--- src/inc/nbu_consts.vh ---
`ifndef NBU_CONSTS_VH
`define NBU_CONSTS_VH

// ==========================================================
// special-function addresses
`define NBU_ADDR_CONTROL 8'h98
`define NBU_ADDR_DATA 8'h99

// ==========================================================
// control register field positions
`define NBU_BIT_RX_DONE 1
`define NBU_BIT_TX_DONE 1
`define NBU_POS_RX_DONE 0
`define NBU_POS_TX_DONE 1
`define NBU_POS_RX_NINTH 2
`define NBU_POS_TX_NINTH 3
`define NBU_POS_RX_ENABLE 4
`define NBU_POS_FILTER 5
`define NBU_POS_UNUSED 6
`define NBU_POS_MODE 7

// ==========================================================
// reset values
`define NBU_RST_CONTROL 8'h40
`define NBU_RST_DATA 8'h00
`define NBU_RST_TIMER 8'h00

// ==========================================================
// framing counts
`define NBU_DATA_BITS 4'h8
`define NBU_TIMER_TOP 8'hff

// ==========================================================
// transmit buffer shape
`define NBU_FIFO_WIDTH 8
`define NBU_FIFO_DEPTH 32
`define NBU_FIFO_AW 5

`endif

--- src/rtl/nbu_top.v ---
`timescale 1ns/1ps
`default_nettype none
`include "nbu_consts.vh"

// ==========================================================
// nine-bit multiprocessor serial port
module nbu_top (
  // clock and reset
  input wire mclk,
  input wire srst,
  // special-function register port
  input wire [7:0] sfr_addr,
  input wire sfr_wr,
  input wire sfr_rd,
  input wire [7:0] sfr_wdata,
  output wire [7:0] sfr_rdata,
  // bit-addressed write port
  input wire sfr_bit_wr,
  input wire [7:0] sfr_bit_addr,
  input wire sfr_bit_val,
  // baud timer inputs
  input wire t1_ovf,
  input wire t1_tick,
  input wire [7:0] t1_reload,
  // interrupt
  input wire irq_enable,
  output wire irq,
  // transmit queue space
  output wire tx_ready,
  // serial lines
  input wire rxd,
  output wire txd
);
  // ==========================================================
  // state encodings
  localparam TX_IDLE = 5'b00001; // line idle
  localparam TX_START = 5'b00010; // start bit out
  localparam TX_DATA = 5'b00100; // data bits out
  localparam TX_NINTH = 5'b01000; // ninth bit out
  localparam TX_STOP = 5'b10000; // stop bit out
  localparam RX_IDLE = 5'b00001; // waiting for start edge
  localparam RX_START = 5'b00010; // checking start bit
  localparam RX_DATA = 5'b00100; // sampling data bits
  localparam RX_NINTH = 5'b01000; // sampling ninth bit
  localparam RX_STOP = 5'b10000; // sampling stop bit
  localparam [7:0] ADDR_CONTROL = `NBU_ADDR_CONTROL; // control address for bit decode

  // ==========================================================
  // control register fields
  reg mode_q; // nine_bit_select
  reg filter_q; // multiproc_filter_enable
  reg ren_q; // receive_enable_field
  reg tx_ninth_bit_q; // tx_ninth_bit
  reg rx_ninth_bit_q; // rx_ninth_bit
  reg tx_done_flag_q; // tx_done_flag
  reg rx_done_flag_q; // rx_done_flag
  reg [7:0] rx_buf_q; // received byte buffer
  reg [7:0] rdata_q; // read data register
  reg irq_q; // interrupt request
  wire [7:0] control_view; // assembled control byte

  // ==========================================================
  // transmitter state
  reg [4:0] tx_state_q; // transmit state
  reg [7:0] tx_shift_q; // outgoing byte
  reg [3:0] tx_cnt_q; // data bits sent
  reg tx_ninth_q; // latched ninth bit
  reg tx_half_q; // overflow divide-by-two
  reg txd_q; // line driver
  reg tx_set; // tx done set request
  wire tx_tick; // one bit time
  wire fifo_valid; // queued byte present
  wire [7:0] fifo_data; // queued byte
  reg fifo_pop; // take queued byte
  wire fifo_in_ready; // queue has space
  wire data_wr; // data buffer written

  // ==========================================================
  // receiver state
  reg [4:0] rx_state_q; // receive state
  reg [7:0] rx_shift_q; // incoming byte
  reg [3:0] rx_cnt_q; // data bits taken
  reg rx_ninth_q; // sampled ninth bit
  reg rx_skip_q; // skip alternate overflows
  reg rxd_q; // registered line level
  reg rxd_prev_q; // previous line level
  reg rx_commit; // store frame this cycle
  reg rx_commit_ninth; // value for rx ninth field
  reg rx_start_seen; // start edge accepted
  wire rx_ovf; // receive timer overflow
  wire rx_sample; // sampling point

  // ==========================================================
  // software write masks for the control register
  reg [7:0] wmask; // bits written this cycle
  reg [7:0] wval; // values written

  assign sfr_rdata = rdata_q;
  assign irq = irq_q;
  assign txd = txd_q;
  assign tx_ready = fifo_in_ready;

  // bit 6 always reads one
  assign control_view = {mode_q, 1'b1, filter_q, ren_q, tx_ninth_bit_q,
                         rx_ninth_bit_q, tx_done_flag_q, rx_done_flag_q};
  assign data_wr = sfr_wr & (sfr_addr == `NBU_ADDR_DATA);

  // ==========================================================
  // byte and bit writes to the control register
  always @*
  begin
    wmask = 8'h00;
    wval = 8'h00;
    if (sfr_wr && (sfr_addr == `NBU_ADDR_CONTROL))
    begin
      // whole byte written
      wmask = 8'hff;
      wval = sfr_wdata;
    end
    else if (sfr_bit_wr && (sfr_bit_addr[7:3] == ADDR_CONTROL[7:3]))
    begin
      // single bit written
      wmask[sfr_bit_addr[2:0]] = 1'b1;
      wval[sfr_bit_addr[2:0]] = sfr_bit_val;
    end
  end

  // ==========================================================
  // transmit queue fed by data buffer writes
  nbu_fifo #(
    .WIDTH(`NBU_FIFO_WIDTH),
    .DEPTH(`NBU_FIFO_DEPTH),
    .AW(`NBU_FIFO_AW)
  ) u_fifo (
    .mclk(mclk),
    .srst(srst),
    .in_valid(data_wr),
    .in_data(sfr_wdata),
    .in_ready(fifo_in_ready),
    .out_valid(fifo_valid),
    .out_data(fifo_data),
    .out_ready(fifo_pop)
  );

  // ==========================================================
  // receive timer copy, restarted by the start edge
  nbu_baud u_rx_timer (
    .mclk(mclk),
    .srst(srst),
    .tick_en(t1_tick),
    .reload_val(t1_reload),
    .force_reload(rx_start_seen),
    .ovf(rx_ovf)
  );

  // bit time is every second overflow
  assign tx_tick = t1_ovf & tx_half_q;
  assign rx_sample = rx_ovf & ~rx_skip_q;

  // ==========================================================
  // transmit sequencer
  always @(posedge mclk)
  begin
    if (srst)
    begin
      tx_state_q <= TX_IDLE;
      tx_shift_q <= 8'h00;
      tx_cnt_q <= 4'h0;
      tx_ninth_q <= 1'b0;
      tx_half_q <= 1'b0;
      txd_q <= 1'b1;
    end
    else
    begin
      if (t1_ovf)
        tx_half_q <= ~tx_half_q;
      if (tx_tick)
      begin
        case (tx_state_q)
          TX_IDLE:
          begin
            // launch next queued byte
            if (fifo_valid)
            begin
              tx_state_q <= TX_START;
              tx_shift_q <= fifo_data;
              tx_ninth_q <= tx_ninth_bit_q;
              txd_q <= 1'b0;
            end
          end
          TX_START:
          begin
            // first data bit, lsb first
            tx_state_q <= TX_DATA;
            txd_q <= tx_shift_q[0];
            tx_shift_q <= {1'b0, tx_shift_q[7:1]};
            tx_cnt_q <= 4'h1;
          end
          TX_DATA:
          begin
            if (tx_cnt_q == `NBU_DATA_BITS)
            begin
              if (mode_q)
              begin
                // ninth bit follows the byte
                tx_state_q <= TX_NINTH;
                txd_q <= tx_ninth_q;
              end
              else
              begin
                tx_state_q <= TX_STOP;
                txd_q <= 1'b1;
              end
            end
            else
            begin
              txd_q <= tx_shift_q[0];
              tx_shift_q <= {1'b0, tx_shift_q[7:1]};
              tx_cnt_q <= tx_cnt_q + 4'h1;
            end
          end
          TX_NINTH:
          begin
            tx_state_q <= TX_STOP;
            txd_q <= 1'b1;
          end
          TX_STOP:
          begin
            // back to back frames if queued
            if (fifo_valid)
            begin
              tx_state_q <= TX_START;
              tx_shift_q <= fifo_data;
              tx_ninth_q <= tx_ninth_bit_q;
              txd_q <= 1'b0;
            end
            else
              tx_state_q <= TX_IDLE;
          end
          default:
          begin
            tx_state_q <= TX_IDLE;
            txd_q <= 1'b1;
          end
        endcase
      end
    end
  end

  // queue pop and done pulse on frame edges
  always @*
  begin
    fifo_pop = 1'b0;
    tx_set = 1'b0;
    if (tx_tick && fifo_valid && (tx_state_q == TX_IDLE || tx_state_q == TX_STOP))
      fifo_pop = 1'b1;
    if (tx_tick && ((tx_state_q == TX_NINTH) ||
        (tx_state_q == TX_DATA && tx_cnt_q == `NBU_DATA_BITS && !mode_q)))
      tx_set = 1'b1;
  end

  // ==========================================================
  // receive sequencer
  always @(posedge mclk)
  begin
    if (srst)
    begin
      rx_state_q <= RX_IDLE;
      rx_shift_q <= 8'h00;
      rx_cnt_q <= 4'h0;
      rx_ninth_q <= 1'b0;
      rx_skip_q <= 1'b0;
      rxd_q <= 1'b1;
      rxd_prev_q <= 1'b1;
    end
    else
    begin
      rxd_q <= rxd;
      rxd_prev_q <= rxd_q;
      if (rx_ovf && rx_state_q != RX_START)
        rx_skip_q <= ~rx_skip_q;
      case (rx_state_q)
        RX_IDLE:
        begin
          // falling edge opens a frame
          if (rx_start_seen)
            rx_state_q <= RX_START;
        end
        RX_START:
        begin
          // half bit in: confirm start level
          if (rx_ovf)
          begin
            rx_skip_q <= 1'b1;
            rx_cnt_q <= 4'h0;
            if (rxd_q)
              rx_state_q <= RX_IDLE;
            else
              rx_state_q <= RX_DATA;
          end
        end
        RX_DATA:
        begin
          if (rx_sample)
          begin
            // shift in lsb first
            rx_shift_q <= {rxd_q, rx_shift_q[7:1]};
            rx_cnt_q <= rx_cnt_q + 4'h1;
            if (rx_cnt_q == `NBU_DATA_BITS - 4'h1)
              rx_state_q <= mode_q ? RX_NINTH : RX_STOP;
          end
        end
        RX_NINTH:
        begin
          if (rx_sample)
          begin
            rx_ninth_q <= rxd_q;
            rx_state_q <= RX_STOP;
          end
        end
        RX_STOP:
        begin
          if (rx_sample)
            rx_state_q <= RX_IDLE;
        end
        default:
          rx_state_q <= RX_IDLE;
      endcase
    end
  end

  // start detection and commit decision
  always @*
  begin
    rx_start_seen = (rx_state_q == RX_IDLE) && ren_q && rxd_prev_q && !rxd_q;
    rx_commit = 1'b0;
    rx_commit_ninth = 1'b0;
    if (rx_state_q == RX_STOP && rx_sample)
    begin
      if (mode_q)
      begin
        // ninth bit kept, stop level ignored
        rx_commit_ninth = rx_ninth_q;
        rx_commit = !rx_done_flag_q && (!filter_q || rx_ninth_q);
      end
      else
      begin
        // stop level goes to the ninth field
        rx_commit_ninth = rxd_q;
        rx_commit = !rx_done_flag_q && (!filter_q || rxd_q);
      end
    end
  end

  // ==========================================================
  // control fields, buffers, read data and interrupt
  always @(posedge mclk)
  begin
    if (srst)
    begin
      mode_q <= 1'b0;
      filter_q <= 1'b0;
      ren_q <= 1'b0;
      tx_ninth_bit_q <= 1'b0;
      rx_ninth_bit_q <= 1'b0;
      tx_done_flag_q <= 1'b0;
      rx_done_flag_q <= 1'b0;
      rx_buf_q <= `NBU_RST_DATA;
      rdata_q <= 8'h00;
      irq_q <= 1'b0;
    end
    else
    begin
      // plain software fields
      if (wmask[`NBU_POS_MODE])
        mode_q <= wval[`NBU_POS_MODE];
      if (wmask[`NBU_POS_FILTER])
        filter_q <= wval[`NBU_POS_FILTER];
      if (wmask[`NBU_POS_RX_ENABLE])
        ren_q <= wval[`NBU_POS_RX_ENABLE];
      if (wmask[`NBU_POS_TX_NINTH])
        tx_ninth_bit_q <= wval[`NBU_POS_TX_NINTH];
      // hardware load wins over software write
      if (rx_commit)
      begin
        rx_ninth_bit_q <= rx_commit_ninth;
        rx_buf_q <= rx_shift_q;
      end
      else if (wmask[`NBU_POS_RX_NINTH])
        rx_ninth_bit_q <= wval[`NBU_POS_RX_NINTH];
      // done flags: set wins, only software clears
      if (tx_set)
        tx_done_flag_q <= 1'b1;
      else if (wmask[`NBU_POS_TX_DONE])
        tx_done_flag_q <= wval[`NBU_POS_TX_DONE];
      if (rx_commit)
        rx_done_flag_q <= 1'b1;
      else if (wmask[`NBU_POS_RX_DONE])
        rx_done_flag_q <= wval[`NBU_POS_RX_DONE];
      // read data registered
      if (sfr_rd)
      begin
        if (sfr_addr == `NBU_ADDR_CONTROL)
          rdata_q <= control_view;
        else if (sfr_addr == `NBU_ADDR_DATA)
          rdata_q <= rx_buf_q;
        else
          rdata_q <= 8'h00;
      end
      // request follows flags while enabled
      irq_q <= irq_enable & (tx_done_flag_q | rx_done_flag_q);
    end
  end
endmodule // nbu_top

`default_nettype wire

--- src/rtl/nbu_fifo.v ---
`timescale 1ns/1ps
`default_nettype none
`include "nbu_consts.vh"

// ==========================================================
// transmit byte queue with registered output word
module nbu_fifo #(
  parameter WIDTH = `NBU_FIFO_WIDTH,
  parameter DEPTH = `NBU_FIFO_DEPTH,
  parameter AW = `NBU_FIFO_AW
) (
  // clock and reset
  input wire mclk,
  input wire srst,
  // filling side
  input wire in_valid,
  input wire [WIDTH-1:0] in_data,
  output wire in_ready,
  // draining side
  output wire out_valid,
  output wire [WIDTH-1:0] out_data,
  input wire out_ready
);
  reg [WIDTH-1:0] mem_q [0:DEPTH-1]; // storage array
  reg [AW-1:0] wptr_q; // write pointer
  reg [AW-1:0] rptr_q; // read pointer
  reg [AW:0] cnt_q; // words held in the array
  reg ready_q; // array has space
  reg out_valid_q; // output stage holds a word
  reg [WIDTH-1:0] out_data_q; // output stage word
  wire push; // word accepted
  wire pop; // word moved to output stage
  reg [AW:0] cnt_d; // next count

  assign in_ready = ready_q;
  assign out_valid = out_valid_q;
  assign out_data = out_data_q;
  assign push = in_valid & ready_q;
  assign pop = (cnt_q != {(AW+1){1'b0}}) & (~out_valid_q | out_ready);

  // count follows push and pop
  always @*
  begin
    cnt_d = cnt_q;
    if (push & ~pop)
      cnt_d = cnt_q + {{AW{1'b0}}, 1'b1};
    else if (pop & ~push)
      cnt_d = cnt_q - {{AW{1'b0}}, 1'b1};
  end

  // array writes, no reset needed on data
  always @(posedge mclk)
  begin
    if (push)
      mem_q[wptr_q] <= in_data;
  end

  // pointers, flags and output register
  always @(posedge mclk)
  begin
    if (srst)
    begin
      wptr_q <= {AW{1'b0}};
      rptr_q <= {AW{1'b0}};
      cnt_q <= {(AW+1){1'b0}};
      ready_q <= 1'b1;
      out_valid_q <= 1'b0;
      out_data_q <= {WIDTH{1'b0}};
    end
    else
    begin
      cnt_q <= cnt_d;
      // space flag kept in a register so the port comes from a flip-flop
      ready_q <= (cnt_d != DEPTH[AW:0]);
      if (push)
        wptr_q <= wptr_q + {{(AW-1){1'b0}}, 1'b1};
      if (pop)
      begin
        // refill output stage from array
        out_data_q <= mem_q[rptr_q];
        out_valid_q <= 1'b1;
        rptr_q <= rptr_q + {{(AW-1){1'b0}}, 1'b1};
      end
      else if (out_ready)
        out_valid_q <= 1'b0;
    end
  end
endmodule // nbu_fifo

`default_nettype wire

--- src/rtl/nbu_baud.v ---
`timescale 1ns/1ps
`default_nettype none
`include "nbu_consts.vh"

// ==========================================================
// receive timer: copy of the 8-bit auto-reload timer
module nbu_baud (
  // clock and reset
  input wire mclk,
  input wire srst,
  // timer clocking
  input wire tick_en,
  input wire [7:0] reload_val,
  input wire force_reload,
  // overflow pulse
  output wire ovf
);
  reg [7:0] cnt_q; // timer count
  reg ovf_q; // overflow pulse

  assign ovf = ovf_q;

  // count up, reload at top or on forced restart
  always @(posedge mclk)
  begin
    if (srst)
    begin
      cnt_q <= `NBU_RST_TIMER;
      ovf_q <= 1'b0;
    end
    else
    begin
      ovf_q <= 1'b0;
      if (force_reload)
        cnt_q <= reload_val;
      else if (tick_en)
      begin
        if (cnt_q == `NBU_TIMER_TOP)
        begin
          cnt_q <= reload_val;
          ovf_q <= 1'b1;
        end
        else
          cnt_q <= cnt_q + 8'h01;
      end
    end
  end
endmodule // nbu_baud

`default_nettype wire

--- config.mk ---
export PLATFORM = sky130hd
export DESIGN_NAME = nbu_top
export DESIGN_NICKNAME = d
export VERILOG_FILES = /design/src/rtl/nbu_top.v /design/src/rtl/nbu_fifo.v /design/src/rtl/nbu_baud.v
export VERILOG_INCLUDE_DIRS = /design/src /design/src/inc
export SDC_FILE = /design/constraint.sdc
export NUM_CORES = 1
export LEC_CHECK = 0
export ABC_AREA = 1
export BUFFER_PORTS_ARGS = -buffer_cell sky130_fd_sc_hd__buf_2
export CELL_PAD_IN_SITES_DETAIL_PLACEMENT = 1
export CELL_PAD_IN_SITES_GLOBAL_PLACEMENT = 2
export CORE_MARGIN = 1.5
export CORE_UTILIZATION = 44
export DETAILED_ROUTE_END_ITERATION = 12
export GPL_ROUTABILITY_DRIVEN = 0
export PLACE_DENSITY_LB_ADDON = 0.1
export REMOVE_ABC_BUFFERS = 1
export SLEW_MARGIN = 5
export SYNTH_ARGS = -nofsm -noshare
export SYNTH_HDL_FRONTEND = slang
export SYNTH_SLANG_ARGS = --single-unit
--- constraint.sdc ---
create_clock -name mclk -period 4.4 [get_ports mclk]
set_input_delay 0.88 -clock mclk [delete_from_list [all_inputs] [get_ports mclk]]
set_output_delay 0.88 -clock mclk [all_outputs]
set_load 0.005 [all_outputs]
==> results by group, run 1 <==
Place
  • Number of buffers added on ports: between 50 and 60
  • Inst Count DP: ~1900
  • Post-DP HPWL: ~27000 um
  • Area after DPL: approximately 16000 um^2

Detailed routing
  • Iteration-0 DRC Markers: slightly above 800
  • ANT nets after route: 0
  • # DRC: 0
  • Via density: about 5.5
  • Post-Route WL: between 40000 and 50000 um
  • Routed vias: ~11000
  • Post-DR wirelength/cell: 21.3 um
  • Pre-Repair DR Iteration Count: 5

Floorplan
  • I/O pin cnt: 53
  • Cell Rows: 67
  • Die H: 188 um
  • Die Span X: around 190 um
  • Starting Density: 0.449
  • Die area: 35500 um^2
  • Core ar.: 33700 um^2

Synth
  • Mapped Area: approximately 15000 um^2
  • Seq/Total Area, Yosys: 0.641
  • Top_reg_cell synth: edfxtp_1
  • Syn Inst Count: between 1000 and 1500
  • Yosys warns: 0
  • Count of cell types in the netlist: 46
  • EDFF count, synth: approximately 260
  • Synth async-reset ratio: 0
  • Synthesized area per cell: 10.3 um^2
  • Number of synthesized register bits: ~360

Power and ir drop
  • Leakage: roughly 6.0 nW
  • VDD IR-drop max: approximately 0.33 mV
  • Power Total: 8.97 mW
  • Power per standard cell area: 529 nW/um^2

Global routing
  • GR Overflow Total: 0
  • Gr usage total: 0.241
  • Initial antenna violation count: 0
  • Largest net degree at the start of global routing: 86
  • Global-route wire length before repair: ~66000 um
  • Vias in the first global route: approximately 11000

Setup path
  • CP max FO: 8
  • Critical path class: in -> reg
  • Crit path top cell by count: nand2_1
  • CP top delay family: simple AND/OR/NAND/NOR gates
  • CP Cell Sequence: buf_2, inv_1, nand2_1, nor2_1, nand2_1, nor3_4, nand2_1, nor2_1
  • Worst EP required: ~4600 ps
  • CP max stage cell: nor2_1
  • Critical path's largest stage delay: 720 ps
  • Critical path arrival: roughly 3400 ps
  • Crit start category: input pin
  • Buffers and inverters on the worst path: 2
  • Critical path capture point type: register

CTS
  • CTS tree: yes
  • Clock Tree Root: clkbuf_16
  • TritonCTS Buffers: 39
  • Clock sink total: around 360
  • # resized after CTS: 0
  • Clk Latency, worst-skew pair: around 520 ps
  • CTS Buffer Depth: 3
  • Clock transition at path regs: 60 ps
  • Hold-fix buffers at CTS: 0
  • Post-CTS Setup Repair Bufs: 0
  • H-tree depth: 2

Worst hold path
  • Worst Hold Class: reg -> reg

STA
  • Final setup violation count: 0
  • Final setup skew: about 12 ps
  • Final Hold Violating Endpoints: 0
  • Worst slew pin tran: 1070 ps
  • Slew margin rel.: 0.285
  • Slew Viols, Final: 0
  • Fmax achieved: about 0.3 GHz
  • Post-layout min period: about 3200 ps
  • RSZ-0062 raised after global routing: no
  • Final Cycle Share: 0.735

Layout
  • Synthesis-to-layout area growth: 12.1%
  • ANT cells: 0
  • Finished Layout Cells: between 1500 and 2000
  • Post-route cell area: 17000 um^2
  • NumNets Final: roughly 1600
  • Final Util: 0.503
  • Share of cells above drive strength 1: 0.101

Job
  • MaxCap Viol Count: 0

Status
  • Outcome: completed
[path summary, 6_finish.rpt]
path,startpoint,end,slack [ps],cells after the start
hold / removal,rx_buf_q[1],rx_buf_q[1],460,2
hold reg to reg,rx_buf_q[1],rx_buf_q[1],460,2
setup reg to reg,u_fifo.rptr_q[0],u_fifo.out_data[3],1430,8
setup / recovery,sfr_addr[6],u_fifo.mem_q[13][7],1170,8
[per-layer routing]
metal | track usage | wire [um]
met1 | 0.343 | 19800
met2 | 0.386 | 19300
met3 | 0.0356 | 2150
met4 | 0.0659 | 1000
met5 | 0 | 0
[flip-flops by register name, indices dropped and copies added (netlist names), 4 cells and up]
name / flops
u_fifo.mem_q: 256
rx_buf_q: 8
rx_shift_q: 8
sfr_rdata: 8
tx_shift_q: 8
u_fifo.out_data: 8
u_rx_timer.cnt_q: 8
u_fifo.cnt_q: 6
rx_state_q: 5
tx_state_q: 5
u_fifo.rptr_q: 5
u_fifo.wptr_q: 5
rx_cnt_q: 4
tx_cnt_q: 4
[cells by family after synthesis]
kind of cell	share of synthesized area
and+or+nand+nor	0.177
muxes	0.00132
AOI/OAI and AO/OA	0.122
buffers and inverters	0.0443
xor gates and xnor gates	0.00579
adders and majority gates	0.00910
DFF	0.641
[power breakdown]
group	total (mW)	internal (mW)	switching, mW
logic	1.99	0.568	1.42
clock network	3.14	1.84	1.30
registers	3.84	3.69	0.148
[Yosys cell counts, types with 9 or more instances]
master | n | share of area
edfxtp_1 | 256 | 0.51
nor2_1 | 223 | 0.055
nand2_1 | 194 | 0.048
o21ai_0 | 170 | 0.056
nand3_1 | 101 | 0.033
dfxtp_1 | 100 | 0.13
inv_1 | 91 | 0.023
a21oi_1 | 67 | 0.022
clkbuf_1 | 45 | 0.011
o211ai_1 | 39 | 0.019
nand4_1 | 20 | 0.0083
buf_2 | 17 | 0.0056
nor3_1 | 17 | 0.0056
a31oi_1 | 14 | 0.0058
o22ai_1 | 14 | 0.0058
o221ai_1 | 13 | 0.0075
ha_1 | 11 | 0.0091
xor2_1 | 9 | 0.0052
[layout make-up]
type	instances	area, um^2
Multi-Input combinational cell	950	4770
Timing Repair Buffer	65	358
Tap cell	448	561
Sequential cell	356	9690
Clock buffer	49	1030
Inverter	98	369
Clock inverter	19	174
Fill cell	3777	16700
[worst register-to-register path: cells and delay by family (launching register included)]
| kind | cells | cell delay (ps) |
|---|---|---|
| and+or+nand+nor | 3 | 560 |
| DFF | 1 | 670 |
| buffers and inverters | 2 | 1000 |
| AOI/OAI and AO/OA | 3 | 600 |
[cells in the final DEF, fill, tap and decap left out, types with 7 or more instances in the layout]
cell type and instances:
edfxtp_1 256, nor2_1 223, nand2_1 194, o21ai_0 170, nand3_1 101, dfxtp_1 98, inv_1 89, a21oi_1 67
buf_2 52, clkbuf_16 40, o211ai_1 39, nand4_1 20, nor3_1 17, a31oi_1 14, o22ai_1 14, o221ai_1 13
buf_4 13, clkinv_1 12, ha_1 11, xor2_1 9, clkbuf_1 9, nor2_2 7
[per-stage QoR]
stage | hold slack (ps) | setup TNS (ps) | worst slack [ps]
after floorplan | 431 | -8120 | -882
after global placement | 442 | 0 | 819
after detailed placement | 448 | 0 | 662
after CTS | 462 | 0 | 1200
after global routing | 489 | 0 | 1030
final | 461 | 0 | 1170
(Power assumes the default switching activity.)
==> run 2: changes to the inputs <==
--- a/config.mk
+++ b/config.mk
@@ -11,7 +11,7 @@
 export CELL_PAD_IN_SITES_DETAIL_PLACEMENT = 1
 export CELL_PAD_IN_SITES_GLOBAL_PLACEMENT = 2
 export CORE_MARGIN = 1.5
-export CORE_UTILIZATION = 44
+export CORE_UTILIZATION = 41
 export DETAILED_ROUTE_END_ITERATION = 12
 export GPL_ROUTABILITY_DRIVEN = 0
 export PLACE_DENSITY_LB_ADDON = 0.1
==> constraint.sdc (replaced) <==
create_clock -name mclk -period 3.3 [get_ports mclk]
set_input_delay 0.66 -clock mclk [delete_from_list [all_inputs] [get_ports mclk]]
set_output_delay 0.66 -clock mclk [all_outputs]
set_load 0.005 [all_outputs]
==> run 2 against run 1 <==
Compared with the run above: first-iteration DRC count fell by 16%; setup slack got worse by 200 ps; register-to-register slack worse by 460 ps; hold slack worse by 160 ps; clock power grew 40%; combinational power rose by 38%; die area up 7.2%; clock skew grew 12 ps; critical path type is now reg -> reg.
==> results by group, run 2 (same netlist as run 1, synthesis figures left out) <==
Status
  • Outcome: completed

Power and ir drop
  • Switching fraction of total power: 0.317 (-0.00305)
  • Clk pwr share: 0.361 (+0.011)
  • Pint: 8.33 mW (+37%)
  • Power per standard cell area: 698 nW/um^2 (+32%)
  • Psw: 3.86 mW (+35%)
  • Leakage: 6.29 nW (+5.2%)
  • VDD IR-drop max: 0.603 mV (+82%)
  • Gate power share: 0.225 (+0.003)
  • Sequential share of power: 0.414 (-0.014)

Layout
  • Final Util: 0.479 (-0.0239)
  • Largest register FFs: 256 (unchanged)
  • Share of cells above drive strength 1: 0.131 (+0.0297)
  • Most common cell after layout, fill and taps aside: edfxtp_1
  • NumNets Final: 1614 (+3.3%)
  • Synthesis-to-layout area growth: 15.4%
  • ANT cells: 0 (unchanged)
  • Area of the multi-input gates: 4770 um^2 (unchanged)
  • Most frequent cells in the layout: edfxtp_1 (256), nor2_1 (223), nand2_1 (194), o21ai_0 (170), nand3_1 (101)
  • FILL cells: 4037 (+6.9%)
  • Reg with most FFs: u_fifo.mem_q
  • Storage cell area: 9690 um^2 (unchanged)

CTS
  • Clk Latency, worst-skew pair: 560 ps (+40 ps)
  • Hold-fix buffers at CTS: 0 (unchanged)
  • Post-CTS Setup Repair Bufs: 0 (unchanged)
  • CTS tree: yes
  • Clock Tree Root: clkbuf_16
  • # resized after CTS: 0 (unchanged)
  • TritonCTS Buffers: 41 (+5.1%)
  • H-tree depth: 2 (unchanged)
  • Clock transition at path regs: 60 ps (about the same)
  • CTS Buffer Depth: 3 (unchanged)
  • Clock sink total: 356 (unchanged)

Setup path
  • Critical path class: reg -> reg
  • CP max FO: 83 (+75)
  • Worst r2r src: u_fifo.rptr_q[0]
  • Critical path capture point type: register
  • Critical path arrival: 2810 ps (-570 ps)
  • Critical path launch point: u_fifo.rptr_q[0]
  • Crit start category: register
  • Worst EP required: 3780 ps (-770 ps)

Place
  • Post-DP HPWL: 27900 um (+4.7%)
  • Post-place setup slack: 564 ps (-98.2 ps)
  • Number of buffers added on ports: 52 (unchanged)

STA
  • Post-layout min period: 2330 ps
  • RSZ-0062 raised after global routing: no
  • Slew Viols, Final: 0 (unchanged)
  • Final Cycle Share: 0.707
  • Slack of the critical path: 967 ps (-199 ps)
  • Final Hold Violating Endpoints: 0 (unchanged)
  • Final setup skew: 24.2 ps (+12.5 ps)
  • Fmax achieved: 0.429 GHz
  • Final setup violation count: 0 (unchanged)
  • Slew margin rel.: 0.361 (+0.0759)
  • Worst slew pin tran: 959 ps (-110 ps)

Detailed routing
  • Via density: 5.38 (-2.8%)
  • Iteration-0 DRC Markers: 699 (-16%)
  • Post-DR wirelength/cell: 20.9 um (-1.6%)
  • Routed vias: 11089 (+0.92%)
  • Pre-Repair DR Iteration Count: 5 (unchanged)
  • Post-Route WL: 43100 um (+2.1%)
  • # DRC: 0 (unchanged)
  • ANT nets after route: 0 (unchanged)

Floorplan
  • Cell Rows: 70 (+4.5%)
  • Starting Density: 0.415 (-0.0337)
  • Core ar.: 36400 um^2 (+8.1%)
  • Die H: 195 um (+3.5%)
  • I/O pin cnt: 53 (unchanged)
  • Die area: 38100 um^2 (+7.2%)
  • Die Span X: 195 um (+3.5%)

Global routing
  • Gr usage total: 0.231 (-0.0105)
  • GR Overflow Total: 0 (unchanged)
  • Global-route wire length before repair: 66900 um (+1.6%)
  • Largest net degree at the start of global routing: 95 (+10%)
  • Initial antenna violation count: 0 (unchanged)
  • Vias in the first global route: 11233 (-1.3%)

Worst hold path
  • Hold wc startpoint: rxd
  • Worst Hold Class: in -> reg

Job
  • MaxCap Viol Count: 0 (unchanged)
[run 2: cell types whose count changed in the layout (fill, tap and decap cells not counted), sizes merged]
cell / change
bufinv: +1
clkinv: +1
clkinvlp: -2
inv: +2
clkbuf: +5
buf: +49
[run 2: area by class of cell]
| type | count | share of cell area |
|---|---|---|
| repair buffers | 114 | 0.0437 |
| flip-flops and latches | 356 | 0.555 |
| multi-input cells | 950 | 0.273 |
| clock buffers | 54 | 0.0615 |
| inverters | 98 | 0.0211 |
| well taps | 468 | 0.0335 |
| clock inverters | 21 | 0.0120 |
[run 2: metal layers]
metal  GRT usage  vias to the layer above  share of wire
met5           0                        -              0
met4      0.0626                        0          0.018
met3      0.0358                       51          0.045
met2       0.362                      204           0.45
met1       0.333                     5465           0.49
li1            -                     5369              -
[run 2: final timing paths]
path | cells after the start | slack (ps) | to
min reg2reg | 2 | 470 | rx_buf_q[0]
max | 9 | 970 | u_fifo.out_data[7]
min | 2 | 300 | rxd_q
max reg2reg | 9 | 970 | u_fifo.out_data[7]
[run 2: through the flow]
stage          TNS, ps  cells  power [mW]  hold slack [ps]  cell area, um^2
6_report             0   2061        12.2              297            17500
5_1_grt              0   2061        12.8              301            17500
4_1_cts              0   2061        12.3              275            17500
3_5_place_dp         0   1986        7.91              458            16200
3_3_place_gp         0   1986        7.90              455            16200
2_1_floorplan   -19120   1404        6.88              431            14800
[run 2: worst max-delay path: stages, from the launching register on]
cell and delay, ps:
dfxtp_4 350, buf_4 630, nor2_1 130, nor2_1 130, o21ai_0 150, o211ai_1 160
nand3_1 110, nand3b_1 200, nand3_1 200, a21oi_1 160
[run 2: power by group through the flow]
stage          sequential [mW]  clock, mW  combinational (mW)
2_1_floorplan             5.27          0                1.61
3_3_place_gp              5.13          0                2.76
3_5_place_dp              5.14          0                2.78
4_1_cts                   5.04       4.51                2.79
5_1_grt                   5.06       4.67                3.09
6_report                  5.04       4.40                2.75
